<file path="src/ooprc_pkg.sv">
// Purpose: Shared constants and types for the octal output protection controller
// Assumes: System clock of 10 MHz
// Notes:   Times are kept in their printed unit; cycle counts derive from them
package ooprc_pkg;

  // ****************************************
  // Clock and timing
  // ****************************************
  localparam int unsigned CLK_HZ          = 10_000_000;
  localparam int unsigned NUM_OUTPUTS     = 8;
  localparam int unsigned WORD_BITS       = 8;
  // Overcurrent shutdown delay window, microseconds
  localparam int unsigned SHDN_DLY_MIN_US = 70;
  localparam int unsigned SHDN_DLY_TYP_US = 150;
  localparam int unsigned SHDN_DLY_MAX_US = 250;
  // Immediate shutdown bound once the delay has elapsed, microseconds
  localparam int unsigned FAST_OFF_US     = 15;
  localparam int unsigned SHDN_DLY_CYC    = (SHDN_DLY_TYP_US * (CLK_HZ / 1_000_000));
  localparam int unsigned SHDN_MIN_CYC    = ((SHDN_DLY_MIN_US * CLK_HZ) + 999_999) / 1_000_000;
  localparam int unsigned SHDN_MAX_CYC    = (SHDN_DLY_MAX_US * CLK_HZ) / 1_000_000;
  localparam int unsigned FAST_OFF_CYC    = (FAST_OFF_US * CLK_HZ) / 1_000_000;

  // ****************************************
  // Reset values
  // ****************************************
  // All outputs off after reset (bit value 1 means off)
  localparam logic [7:0]  CTRL_RST        = 8'hFF;
  localparam logic [7:0]  LATCH_RST       = 8'h00;
  localparam logic [11:0] DLY_CNT_W0      = 12'h000;
  // Synchroniser image of idle pins: select_low high, sclk and the rest low,
  // so no false select edge follows reset
  localparam logic [27:0] SYNC_RST        = 28'h400_0000;

  // ****************************************
  // Carriers
  // ****************************************
  typedef struct packed {
    logic sclk;
    logic select_low;
    logic sdi;
  } ooprc_serial_t;

  typedef struct packed {
    logic [7:0] overcurrent;
    logic [7:0] over_temp;
    logic [7:0] above_threshold;
  } ooprc_sense_t;

endpackage : ooprc_pkg

</file>
<file path="src/ooprc_ctrl.sv">
// Purpose: Serial control, overload protection and status readback for eight outputs
// Assumes: Serial clock at most about 1/4 of clk_sys; all serial pins asynchronous
// Notes:   Analog clamping, slew control and the open-load sink live outside
//
// Contract
// - Control bit 0 turns output on, 1 off
// - Shutdown mode: persistent overcurrent latches and disables output
// - Delay timer restarts on each valid latch edge
// - Overcurrent after elapsed delay switches off immediately
// - Sustained mode: overcurrent only regulates, no shutdown
// - Sustained mode: over-temperature latches and disables output
// - Shutdown delay between 70 and 250 us
// - Shift on falling clock; latch on 8-multiple count
// - Select fall loads status; shifted out on rising
// - Status high when the above_threshold sense input of that output is high
`timescale 1ns/1ps
module ooprc_ctrl #(
  parameter int unsigned SHDN_DLY_CYC = ooprc_pkg::SHDN_DLY_CYC
) (
  // Clock and reset
  input  wire logic                  clk_sys,
  input  wire logic                  nrst,
  // Serial pins, asynchronous
  input  wire ooprc_pkg::ooprc_serial_t serial_in,
  output logic                       sdo,
  output logic                       sdo_oe,
  // Mode select pin, asynchronous
  input  wire logic                  protect_mode_select,
  // Analog sense inputs, asynchronous
  input  wire ooprc_pkg::ooprc_sense_t  sense_in,
  // Output drive (1 = transistor on) and overload latches
  output logic [7:0]                 out_on,
  output logic [7:0]                 overload_latch,
  output logic [7:0]                 ctrl_word
);

  // ****************************************
  // Input synchronisers
  // ****************************************
  localparam int unsigned SYNC_W = 3 + 1 + 24;
  logic [SYNC_W-1:0] sync1_r;
  logic [SYNC_W-1:0] sync2_r;
  always_ff @(posedge clk_sys)
  begin
    if (!nrst)
    begin
      sync1_r <= ooprc_pkg::SYNC_RST;
      sync2_r <= ooprc_pkg::SYNC_RST;
    end
    else
    begin
      sync1_r <= {serial_in, protect_mode_select, sense_in};
      sync2_r <= sync1_r;
    end
  end

  ooprc_pkg::ooprc_serial_t ser_s;
  ooprc_pkg::ooprc_sense_t  sns_s;
  logic                     mode_hi;
  assign ser_s   = sync2_r[27:25];
  assign mode_hi = sync2_r[24];
  assign sns_s   = sync2_r[23:0];

  // ****************************************
  // Edge detection
  // ****************************************
  logic sclk_d_r;
  logic sel_d_r;
  always_ff @(posedge clk_sys)
  begin
    if (!nrst)
    begin
      sclk_d_r <= 1'b0;
      sel_d_r  <= 1'b1;
    end
    else
    begin
      sclk_d_r <= ser_s.sclk;
      sel_d_r  <= ser_s.select_low;
    end
  end

  logic sclk_fall;
  logic sclk_rise;
  logic sel_fall;
  logic sel_rise;
  logic sel_act;
  assign sclk_fall = sclk_d_r & ~ser_s.sclk;
  assign sclk_rise = ~sclk_d_r & ser_s.sclk;
  assign sel_fall  = sel_d_r & ~ser_s.select_low;
  assign sel_rise  = ~sel_d_r & ser_s.select_low;
  assign sel_act   = ~ser_s.select_low;

  // ****************************************
  // Shift registers and bit counter
  // ****************************************
  logic [7:0] rx_sh_r;
  logic [7:0] tx_sh_r;
  logic [2:0] bit_cnt_r;
  logic [7:0] status;
  logic       got_bits_r;
  logic       word_ok;
  // A frame with no clocks at all is not a whole group of eight
  assign word_ok = got_bits_r & (bit_cnt_r == 3'h0);

  always_ff @(posedge clk_sys)
  begin
    if (!nrst)
    begin
      rx_sh_r    <= 8'h00;
      bit_cnt_r  <= 3'h0;
      got_bits_r <= 1'b0;
    end
    else if (sel_fall)
    begin
      bit_cnt_r  <= 3'h0;
      got_bits_r <= 1'b0;
    end
    else if (sel_act && sclk_fall)
    begin
      rx_sh_r    <= {rx_sh_r[6:0], ser_s.sdi};
      bit_cnt_r  <= bit_cnt_r + 3'h1;
      got_bits_r <= 1'b1;
    end
  end

  always_ff @(posedge clk_sys)
  begin
    if (!nrst)
      tx_sh_r <= 8'h00;
    else if (sel_fall)
      tx_sh_r <= status;
    else if (sel_act && sclk_rise)
      tx_sh_r <= {tx_sh_r[6:0], 1'b0};
  end

  always_ff @(posedge clk_sys)
  begin
    if (!nrst)
    begin
      sdo    <= 1'b0;
      sdo_oe <= 1'b0;
    end
    else
    begin
      sdo_oe <= sel_act;
      if (sel_fall)
        sdo <= status[7];
      else if (sel_act && sclk_rise)
        sdo <= tx_sh_r[6];
    end
  end

  // ****************************************
  // Control word latch
  // ****************************************
  logic       load_ok;
  logic [7:0] ctrl_r;
  assign load_ok   = sel_rise & word_ok;
  assign ctrl_word = ctrl_r;

  always_ff @(posedge clk_sys)
  begin
    if (!nrst)
      ctrl_r <= ooprc_pkg::CTRL_RST;
    else if (load_ok)
      ctrl_r <= rx_sh_r;
  end

  // ****************************************
  // Shutdown delay timer
  // ****************************************
  logic [11:0] dly_cnt_r;
  logic        dly_done;
  assign dly_done = (dly_cnt_r >= 12'(SHDN_DLY_CYC));

  always_ff @(posedge clk_sys)
  begin
    if (!nrst)
      dly_cnt_r <= ooprc_pkg::DLY_CNT_W0;
    else if (load_ok)
      dly_cnt_r <= ooprc_pkg::DLY_CNT_W0;
    else if (!dly_done)
      dly_cnt_r <= dly_cnt_r + 12'h001;
  end

  // ****************************************
  // Per-output protection
  // ****************************************
  logic [7:0] trip;
  logic [7:0] latch_r;
  assign overload_latch = latch_r;

  generate
    for (genvar i = 0; i < 8; i++)
    begin : g_out
      assign trip[i] = ~ctrl_r[i] &
                       (mode_hi ? sns_s.over_temp[i]
                                : (sns_s.overcurrent[i] & dly_done));

      always_ff @(posedge clk_sys)
      begin
        if (!nrst)
          latch_r[i] <= 1'b0;
        else if (trip[i] && !load_ok)
          latch_r[i] <= 1'b1;
        else if (load_ok)
          latch_r[i] <= 1'b0;
      end

      always_ff @(posedge clk_sys)
      begin
        if (!nrst)
          out_on[i] <= 1'b0;
        else
          out_on[i] <= ~ctrl_r[i] & ~latch_r[i] & ~trip[i];
      end

      assign status[i] = sns_s.above_threshold[i];
    end
  endgenerate

  // ****************************************
  // Checks
  // ****************************************
  chk_on_follows_ctrl: assert property (@(posedge clk_sys) disable iff (!nrst)
    ctrl_r[0] |=> !out_on[0])
    else $error("output on while its control bit says off");
  chk_word_latch: assert property (@(posedge clk_sys) disable iff (!nrst)
    (sel_rise && !word_ok) |=> ctrl_r == $past(ctrl_r))
    else $error("control word latched on partial count");
  chk_timer_restart: assert property (@(posedge clk_sys) disable iff (!nrst)
    load_ok |=> dly_cnt_r == 12'h000)
    else $error("delay timer not restarted by write");
  chk_no_early_trip: assert property (@(posedge clk_sys) disable iff (!nrst)
    (!mode_hi && !dly_done) |=> (latch_r & ~$past(latch_r)) == 8'h00)
    else $error("overload latched before shutdown delay");
  chk_fast_off: assert property (@(posedge clk_sys) disable iff (!nrst)
    (!mode_hi && dly_done && sns_s.overcurrent[5] && !ctrl_r[5] && !load_ok)
      |-> ##[1:150] !out_on[5])
    else $error("output not switched off quickly after overcurrent");
  chk_regulate_stays: assert property (@(posedge clk_sys) disable iff (!nrst)
    (mode_hi && !sns_s.over_temp[0] && !latch_r[0] && !load_ok) |=> !latch_r[0]
      || $past(mode_hi) == 1'b0)
    else $error("sustained mode latched without over-temperature");
  chk_thermal_trip: assert property (@(posedge clk_sys) disable iff (!nrst)
    (mode_hi && sns_s.over_temp[1] && !ctrl_r[1] && !load_ok) |=> latch_r[1])
    else $error("over-temperature did not set overload latch");
  chk_latch_clear: assert property (@(posedge clk_sys) disable iff (!nrst)
    load_ok |=> !latch_r[0])
    else $error("overload latch not cleared by write");
  chk_status_load: assert property (@(posedge clk_sys) disable iff (!nrst)
    sel_fall |=> tx_sh_r == $past(status) && sdo == $past(status[7]))
    else $error("status not loaded on select fall");
  chk_trip_mode: assert property (@(posedge clk_sys) disable iff (!nrst)
    (!mode_hi && trip[0]) |-> sns_s.overcurrent[0] && dly_done)
    else $error("shutdown trip without elapsed overcurrent");
  chk_status_map: assert property (@(posedge clk_sys) disable iff (!nrst)
    status[0] == sns_s.above_threshold[0])
    else $error("status bit not from threshold compare");

  cov_word_load:   cover property (@(posedge clk_sys) disable iff (!nrst) load_ok);
  cov_shdn_trip:   cover property (@(posedge clk_sys) disable iff (!nrst) !mode_hi && trip[3]);
  cov_therm_trip:  cover property (@(posedge clk_sys) disable iff (!nrst) mode_hi && trip[0]);
  cov_bad_count:   cover property (@(posedge clk_sys) disable iff (!nrst) sel_rise && !word_ok);

endmodule : ooprc_ctrl

</file>
<file path="config.mk">
export PLATFORM = sky130hd
export DESIGN_NAME = ooprc_ctrl
export DESIGN_NICKNAME = d
export VERILOG_FILES = /design/src/ooprc_pkg.sv /design/src/ooprc_ctrl.sv
export SDC_FILE = /design/constraint.sdc
export NUM_CORES = 1
export LEC_CHECK = 0
export BUFFER_PORTS_ARGS = -buffer_cell sky130_fd_sc_hd__buf_2
export CAP_MARGIN = 25
export CORE_MARGIN = 4
export CORE_UTILIZATION = 35
export DETAILED_ROUTE_END_ITERATION = 8
export PLACE_DENSITY = 0.53
export SYNTH_ARGS = -nofsm -noshare
export SYNTH_HDL_FRONTEND = slang
export SYNTH_SLANG_ARGS = --single-unit
</file>
<file path="constraint.sdc">
create_clock -name clk_sys -period 3.55 [get_ports clk_sys]
set_input_delay 0.5325 -clock clk_sys [delete_from_list [all_inputs] [get_ports clk_sys]]
set_output_delay 0.5325 -clock clk_sys [all_outputs]
set_load 0.005 [all_outputs]
</file>
==> results of run 1 <==
==> flip-flops by register name (all words and copies together), names as in the netlist <==
signal and flops:
sclk_d_r 1, rx_sh_r 8, overload_latch 8, sdo 1, dly_cnt_r 12, tx_sh_r 7
sel_d_r 1, ctrl_word 8, out_on 8, sync1_r 28, sync2_r 28, bit_cnt_r 3
sdo_oe 1, got_bits_r 1
==> metrics by stage <==
| stage | worst slack [ns] | cells | utilization (%) | area (um2) |
|---|---|---|---|---|
| finish | 1.803 | 579 | 45.50 | 4954 |
| global route | 1.669 | 579 | 45.50 | 4954 |
| detailed placement | 1.801 | 549 | 39.73 | 4325 |
| floorplan | 2.096 | 368 | - | 3926 |
| CTS | 1.783 | 579 | 45.50 | 4954 |
| global placement | 1.894 | 549 | 39.73 | 4325 |
==> critical path: stages (launching register included) <==
cell      delay (ns)
dfxtp_1         0.38
inv_1           0.08
ha_1            0.19
and4bb_1        0.21
nand2_2         0.25
nand2_2         0.30
nor3_1          0.26
==> power by group <==
| group | switching [W] | total, W | leakage (nW) | internal [W] |
|---|---|---|---|---|
| Combinational | 0.0000379 | 0.0000740 | 0.871 | 0.0000361 |
| Sequential | 0.0000145 | 0.00134 | 0.940 | 0.00133 |
| Clock | 0.000547 | 0.00178 | 0.300 | 0.00124 |
| Total | 0.000599 | 0.00320 | 2.11 | 0.00260 |
==> per-layer routing <==
metal | part of all wire (%) | track usage, % | vias up | wire, um
met3 | 4.4 | 4.403 | 8 | 332
met1 | 50 | 16.91 | 1221 | 3761
li1 | - | - | 1359 | -
met5 | 0 | 0 | - | 0
met2 | 44 | 17.39 | 62 | 3302
met4 | 1.6 | 5.226 | 0 | 117
==> logic make-up after synthesis <==
group,count (synthesis),synth area share [%]
compound gates,46,9.019
xor+xnor,11,2.454
fa+ha+maj,4,1.275
buf+inv,23,2.262
flops,115,58.64
mux,11,2.804
simple gates,158,23.55
==> Yosys cell counts (all sizes together) <==
cell     count
nor2        26
a31o         1
nand3b       2
nand2b       4
buf          3
a211oi       3
a311oi       1
o21ai        1
dfxtp      115
inv          8
o211ai       2
and3         3
nand4b       2
a222oi       4
a31oi       10
nand4        1
clkbuf      12
mux2i       11
xor2         5
o21bai       1
and2        56
nor3         8
a21oi       11
o2111ai      1
ha           4
and4bb       1
or3b         1
nand3        3
xnor2        6
nor2b       11
a2111oi      3
a21o         8
nand2       31
nor3b        9
==> worst paths after layout <==
| kind | cells after the start | startpoint | end |
|---|---|---|---|
| setup reg to reg | 6 | bit_cnt_r[0]$_SDFFE_PP0P_ | overload_latch[6]$_SDFFE_PN0P_ |
| hold / removal | 2 | serial_in[1] | sync1_r[26]$_SDFF_PN1_ |
| setup / recovery | 6 | bit_cnt_r[0]$_SDFFE_PP0P_ | overload_latch[6]$_SDFFE_PN0P_ |
| hold reg to reg | 1 | sync1_r[26]$_SDFF_PN1_ | sync2_r[26]$_SDFF_PN1_ |
==> area by class of cell <==
cell class                 count  area share, %
timing repair buffer          56          5.709
clock buffer                  21          9.068
clock inverter                 9          3.612
multi-input combinational    230          30.99
tap                          140          3.536
sequential                   115          46.48
inverter                       8         0.6062
==> impl_metrics.yaml, run 1 <==
outcome:
  status: "finished clean"
sta:
  setup_tns_ns: 0
  hold_slack_ns: 0.2186
  fin_worst_skew_ns: 0.01027
  fmax_mhz: 572.5
  maxSlewViolCount: 0
  finalSetupViolCount: 0
  period_needed_ns: 1.747
  period_share_pct: 49.21
  grt_setup_unrepaired: "false"
  hold_viol: 0
  relSlewSlack_pct: 61.87
  worst_pin_slew_ns: 0.5708
global_routing:
  grt_pass1_wl_um: 12520
  grt_pass1_vias: 2634
  grt_use_total_pct: 12.29
  grt_antenna_before_repair: 0
  grt_max_degree: 55
  gr-total-overflow: 0
drt:
  drc: 0
  viasPerCell: 4.577
  wirelength_um: 7513
  drt_iter0_drc: 146
  routedWlPerCell_um: 12.98
  vias: 2650
  ant_nets: 0
  drtPass1Iterations: 4
power:
  finalPower_w: 0.003202
  ir_drop_uv: 282.4
  p_per_area_nw_per_um2: 646.4
  power_leakage_nw: 2.111
hold_path:
  min_path_type: "in2reg"
synthesis:
  synth.largest_area_cell: "dfxtp_1"
  synth-seq-cells: 115
  syn_area_per_cell_um2: 10.67
  synth_top_area_share_pct: 58.64
  yosys_warnings: 0
  synth_area_leaders: "dfxtp_1 59%, and2_1 8.9%, nor3b_2 2.9%, mux2i_1 2.8%, nand2_1 2.8%"
  syn_nets: 402
  ys_seq_area_share_pct: 58.64
  yosys.cell_types.count: 38
  syn_inst: 368
  synth.cell_area_um2: 3926
cells_and_area:
  area.growth.synth_to_final_pct: 26.16
  most-common-layout-cells: "115 x dfxtp_1, 56 x and2_1, 55 x buf_2"
  drive_gt1_share_pct: 23.46
  multi_input_area_um2: 1535
  nets: 462
  ff_latch_area_um2: 2302
  mostFrequentLayoutCell: "dfxtp_1"
  fillers: 1040
  diodes: 0
clocking:
  cts_hold_buf: 0
  cts-resized-gates: 0
  htree_levels: 4
  path_clk_slew_ns: 0.06
  clock_sinks: 115
  post_cts_buffers: 0
  clock_path_buffers: 2
  cts_tree: "built"
  cts_buffers: 17
  clk_latency_ns: 0.50
  cts_root_buffer: "clkbuf_8"
setup_path:
  cp.arrival_ns: 2.17
  path_class: "reg2reg"
  rrSetupSlack_ns: 1.80
  required_ns: 3.97
  cp-start-kind: "flip-flop"
  end_kind: "flip-flop"
  critPathMaxFanout: 19
die:
  die_h_um: 113.9
  dieArea_um2: 12980
  core.rowCount: 38
  core-area_um2: 10890
  start_util_pct: 36.06
  ios: 56
  die_x_um: 113.9
place:
  io_buffers: 55
  finalWeightedCongestion: 0.7446
  hpwl_um: 5154
job:
  drv_cap: 0
No activity file was read; power rests on OpenSTA's default activity.
==> run 2, diff against run 1 <==
- PLACE_DENSITY: 0.53 -> 0.55
- clock period: 3.55 -> 1.5 ns (I/O delays scaled with it)
==> impl_metrics.yaml, run 2 (synthesized netlist as in run 1, its figures left out) <==
cells_and_area:
  final_cells: 629
  finalInstanceArea_um2: 5497
  most-common-layout-cells: "113 x dfxtp_1, 56 x and2_1, 55 x buf_2"
  drive_gt1_share_pct: 27.20
  nets: 511
  mostFrequentLayoutCell: "dfxtp_1"
  diodes: 0
  fillers: 956
  reg_top3: "sync1_r (28), sync2_r (28), dly_cnt_r (12)"
  area.growth.synth_to_final_pct: 39.99
drt:
  vias: 2778
  drtPass1Iterations: 4
  drc: 0
  ant_nets: 0
  viasPerCell: 4.417
  wirelength_um: 7819
  routedWlPerCell_um: 12.43
  drt_iter0_drc: 90
die:
  die_h_um: 113.9
  ios: 56
  start_util_pct: 36.06
  die_x_um: 113.9
  dieArea_um2: 12980
  core-area_um2: 10890
  core.rowCount: 38
sta:
  fin_worst_skew_ns: 0.007566
  finalSetupViolCount: 0
  period_share_pct: 94.51
  worst_pin_slew_ns: 0.3427
  relSlewSlack_pct: 77.11
  period_needed_ns: 1.418
  maxSlewViolCount: 0
  grt_setup_unrepaired: "true"
  hold_viol: 0
  fmax_mhz: 705.4
job:
  drv_cap: 0
place:
  finalWeightedCongestion: 0.7592
  placed_cells: 568
  dpl_cell_area_um2: 4481
  io_buffers: 55
  hpwl_um: 5300
clocking:
  clk_latency_ns: 0.51
  path_clk_slew_ns: 0.06
  htree_levels: 4
  cts_buffers: 17
  cts_tree: "built"
  clock_path_buffers: 2
  cts_root_buffer: "clkbuf_8"
  clock_sinks: 115
setup_path:
  crit_path_end: "dly_cnt_r[8]$_SDFFE_PP0P_"
  critPathMaxFanout: 5
  cp.arrival_ns: 1.81
  path_buf_inv: 0
  cp_slowest_cell: "dfxtp_1"
  path_cells: "ha_1 -> nand3b_1 -> a2111oi_2 -> xnor2_1 -> nor2_1"
  worst-path-stages: 5
  r2r-start: "dly_cnt_r[1]$_SDFFE_PP0P_"
  reg2reg_to: "dly_cnt_r[8]$_SDFFE_PP0P_"
  rr_worst_depth: 5
  worstSetupStartpoint: "dly_cnt_r[1]$_SDFFE_PP0P_"
  cp-start-kind: "flip-flop"
  end_kind: "flip-flop"
  path_class: "reg2reg"
  critical-path-max-stage-delay_ns: 0.39
  critPathTopFamily: "flip-flops"
  required_ns: 1.90
  rrSetupSlack_ns: 0.08
global_routing:
  grt_pass1_wl_um: 13270
  grt_use_total_pct: 13.01
  grt_pass1_vias: 2799
  gr-total-overflow: 0
  grt_antenna_before_repair: 0
  grt_max_degree: 34
outcome:
  status: "finished clean"
hold_path:
  min_path_type: "reg2reg"
power:
  p_per_area_nw_per_um2: 1427
  power_leakage_nw: 2.354
  ir_drop_uv: 737.0
-- run 2: changes by cell type in the layout (fill, tap and decap cells not counted), sizes merged --
cell         previous run  this run
bufinv                  5         6
clkinvlp                2         4
clkinv                  2         3
buf                    56        76
dlygate4sd3             0        29
clkbuf                 21        18
-- run 2: layout make-up --
type | count | area [um2] | area share [%]
flip-flops and latches | 115 | 2305 | 41.93
multi-input cells | 230 | 1587 | 28.86
repair buffers | 105 | 739.5 | 13.45
clock buffers | 18 | 427.9 | 7.785
clock inverters | 13 | 232.7 | 4.234
well taps | 140 | 175.2 | 3.187
inverters | 8 | 30.03 | 0.5463
-- run 2: worst min-delay path by stage --
stage	startpoint	endpoint	slack, ns	cells past startpoint
2_1_floorplan	serial_in[1]	sync1_r[26]$_SDFF_PN1_	0.33	1
5_1_grt	sync1_r[26]$_SDFF_PN1_	sync2_r[26]$_SDFF_PN1_	0.44	1
6_report	sync1_r[26]$_SDFF_PN1_	sync2_r[26]$_SDFF_PN1_	0.42	1
4_1_cts	serial_in[1]	sync1_r[26]$_SDFF_PN1_	0.42	3
3_3_place_gp	sync1_r[26]$_SDFF_PN1_	sync2_r[26]$_SDFF_PN1_	0.41	1
3_5_place_dp	sync1_r[26]$_SDFF_PN1_	sync2_r[26]$_SDFF_PN1_	0.41	1
-- run 2: per-layer routing --
metal	vias to the layer above	GRT usage [%]	wire (um)
li1	1455	-	-
met4	0	7.126	131
met1	1263	15.99	3643
met5	-	0	0
met2	48	20.77	3773
met3	12	3.448	270
-- run 2: per-stage QoR --
step | total power, W | TNS, ns | worst slack [ns] | hold WS [ns] | util (%)
5_1_grt | 0.008105 | -0.007592 | -0.007512 | 0.4437 | 50.48
2_1_floorplan | 0.003349 | 0 | 0.04588 | 0.3265 | -
6_report | 0.007846 | 0 | 0.08228 | 0.4154 | 50.48
3_5_place_dp | 0.003432 | -0.04964 | -0.03466 | 0.4130 | 41.15
4_1_cts | 0.007946 | 0 | 0.01665 | 0.4191 | 49.93
3_3_place_gp | 0.003427 | 0 | 0.07612 | 0.4135 | 41.15
-- run 2: timing repair --
action	CTS	global route
pin swaps	0	1
hold endpoints to repair	29	0
resized for setup	1	11
buffers inserted	0	1
endpoints found under the setup margin	4	16
hold buffers	29	0
-- run 2: power by group --
part / switching (W) / internal, W / leakage [nW]
Combinational: 0.000105 / 0.000144 / 1.10
Sequential: 0.0000317 / 0.00314 / 0.941
Clock: 0.00136 / 0.00306 / 0.309
==> run 3, diff against run 2 <==
- ABC_AREA: default -> 1
- CORE_MARGIN: 4 -> 3
==> impl_metrics.yaml, run 3 <==
outcome:
  status: "finished clean"
cells_and_area:
  utilization_pct: 47.41
  nets: 660
  final_cells: 782
  most-common-layout-cells: "146 x nand2_1, 115 x dfxtp_1, 98 x inv_1"
  finalInstanceArea_um2: 5483
  drive_gt1_share_pct: 20.50
  diodes: 0
  mostFrequentLayoutCell: "nand2_1"
  multi_input_area_um2: 1429
  reg_top3: "sync1_r (28), sync2_r (28), dly_cnt_r (12)"
  ff_latch_area_um2: 2302
  area.growth.synth_to_final_pct: 31.16
  fillers: 1127
sta:
  relSlewSlack_pct: 71.02
  period_share_pct: 93.60
  fin_worst_skew_ns: 0.009069
  hold_viol: 0
  finalSetupViolCount: 0
  fmax_mhz: 712.2
  period_needed_ns: 1.404
  maxSlewViolCount: 0
  worst_pin_slew_ns: 0.4346
  setup_tns_ns: 0
drt:
  drc: 0
  ant_nets: 0
  routedWlPerCell_um: 10.88
  wirelength_um: 8506
  drt_iter0_drc: 99
  viasPerCell: 4.252
  vias: 3325
  drtPass1Iterations: 4
setup_path:
  worstSetupStartpoint: "bit_cnt_r[0]$_SDFFE_PP0P_"
  end_kind: "flip-flop"
  cp-start-kind: "flip-flop"
  required_ns: 1.82
  cp.arrival_ns: 1.73
  r2r-start: "bit_cnt_r[0]$_SDFFE_PP0P_"
  path_class: "reg2reg"
  critPathMaxFanout: 5
power:
  switching_share_pct: 21.27
  ir_drop_uv: 671.4
  power_leakage_nw: 2.812
  pwr-share-seq_pct: 43.8
  p_int_w: 0.005697
  clockPowerShare_pct: 52.4
  finalPower_w: 0.007236
  p_sw_w: 0.001539
  comb_power_share_pct: 3.8
  p_per_area_nw_per_um2: 1320
synthesis:
  synth.largest_area_cell: "dfxtp_1"
  syn_area_per_cell_um2: 7.902
  synth_commonest_cells: "146 x nand2_1, 115 x dfxtp_1, 98 x inv_1"
  synth-seq-cells: 115
  synth_most_common_cell: "nand2_1"
  synth.cell_area_um2: 4180
  synth_top_area_share_pct: 55.07
  syn_nets: 563
  synth-edff-count: 0
  ys_dominant_reg_cell: "dfxtp_1"
  yosys.cell_types.count: 34
  syn_inst: 529
  synth_area_leaders: "dfxtp_1 55%, nand2_1 13%, inv_1 8.8%, a21oi_1 3.8%, nor2_1 3.3%"
  yosys_warnings: 0
  synthArstFlopShare_pct: 0
  ys_seq_area_share_pct: 55.07
global_routing:
  grt_pass1_wl_um: 14190
  grt_use_total_pct: 13.64
  grt_max_degree: 46
  grt_antenna_before_repair: 0
  grt_pass1_vias: 3147
  gr-total-overflow: 0
clocking:
  clock_sinks: 115
  clk_latency_ns: 0.40
  path_clk_slew_ns: 0.05
  cts_buffers: 17
  htree_levels: 4
  clock_path_buffers: 2
  cts_root_buffer: "clkbuf_16"
  cts_tree: "built"
die:
  dieArea_um2: 13290
  ios: 56
  start_util_pct: 36.15
  die_x_um: 115.3
  core.rowCount: 39
  core-area_um2: 11560
  die_h_um: 115.3
hold_path:
  min_path_type: "in2reg"
  hp-start: "sense_in[7]"
place:
  io_buffers: 55
  finalWeightedCongestion: 0.8256
  dpl_cell_area_um2: 4632
  placed_cells: 724
  hpwl_um: 5997
job:
  drv_cap: 0
==> run 3: changes by cell type in the layout (fill, tap and decap cells not counted), moves of 6 or more <==
cell,previous run,this run
nor2_1,25,37
a21o_1,8,0
and2_1,56,0
nand2_2,1,7
nand2_1,29,146
mux2i_1,11,0
inv_1,6,98
nor2b_1,11,0
a21oi_1,10,32
nand3_1,2,23
nor3b_2,8,0
o21ai_0,0,9
==> run 3: per-layer routing <==
| metal | routed length [um] | track usage [%] | part of all wire [%] | vias up |
|---|---|---|---|---|
| li1 | - | - | - | 1786 |
| met5 | 0 | 0 | 0 | - |
| met3 | 369 | 4.263 | 4.3 | 16 |
| met4 | 183 | 6.964 | 2.2 | 0 |
| met2 | 3811 | 20.99 | 45 | 59 |
| met1 | 4141 | 17.24 | 49 | 1464 |
==> run 3: cell families after synthesis <==
group	synth area share [%]
buffers and inverters	11.55
AND/OR/NAND/NOR	23.85
XOR/XNOR	0.6287
flip-flops	55.07
adder cells (fa/ha/maj)	1.197
AO/OA/AOI/OAI	7.692
==> run 3: timing repair <==
item | in CTS | in global routing
hold buffers | 24 | 0
hold endpoints to repair | 24 | 0
endpoints found under the setup margin | 0 | 19
setup buffers | 0 | 1
resized for setup | 0 | 3
==> run 3: worst max-delay path, stage by stage, from the launching register on <==
cell	delay, ns
dfxtp_1	0.34
inv_1	0.07
ha_1	0.19
nand3_1	0.10
nand2_1	0.19
inv_1	0.21
o21ai_1	0.10
a21oi_1	0.13
==> run 3: cell type report <==
cell class / instances / share of cell area [%]
repair buffers: 93 / 11.32
clock inverters: 14 / 2.556
well taps: 143 / 3.263
clock buffers: 18 / 7.827
inverters: 102 / 6.983
flip-flops and latches: 115 / 41.99
multi-input cells: 297 / 26.06
==> run 3: power groups by stage <==
| stage | clock network [W] | logic (W) | registers [W] |
|---|---|---|---|
| 2_1_floorplan | 0 | 0.000143 | 0.00323 |
| 3_3_place_gp | 0 | 0.000225 | 0.00323 |
| 3_5_place_dp | 0 | 0.000229 | 0.00324 |
| 4_1_cts | 0.00388 | 0.000276 | 0.00317 |
| 5_1_grt | 0.00403 | 0.000312 | 0.00318 |
| 6_report | 0.00379 | 0.000272 | 0.00317 |
==> run 3: path summary, 6_finish.rpt <==
| check | endpoint | slack, ns | cells past startpoint |
|---|---|---|---|
| worst max register to register | dly_cnt_r[1]$_SDFFE_PP0P_ | 0.1 | 7 |
| worst min-delay path | sync1_r[7]$_SDFF_PN0_ | 0.01 | 3 |
| worst max-delay path | dly_cnt_r[1]$_SDFFE_PP0P_ | 0.1 | 7 |
| worst min register to register | sync2_r[12]$_SDFF_PN0_ | 0.41 | 2 |
==> run 3: per-stage QoR <==
stage | hold WS (ns) | setup WS [ns]
CTS | 0.0001102 | 0.03991
global route | 0.01289 | -0.003405
global placement | 0.3961 | 0.1001
floorplan | 0.3226 | 0.2510
detailed placement | 0.3955 | 0.05347
finish | 0.01410 | 0.09593
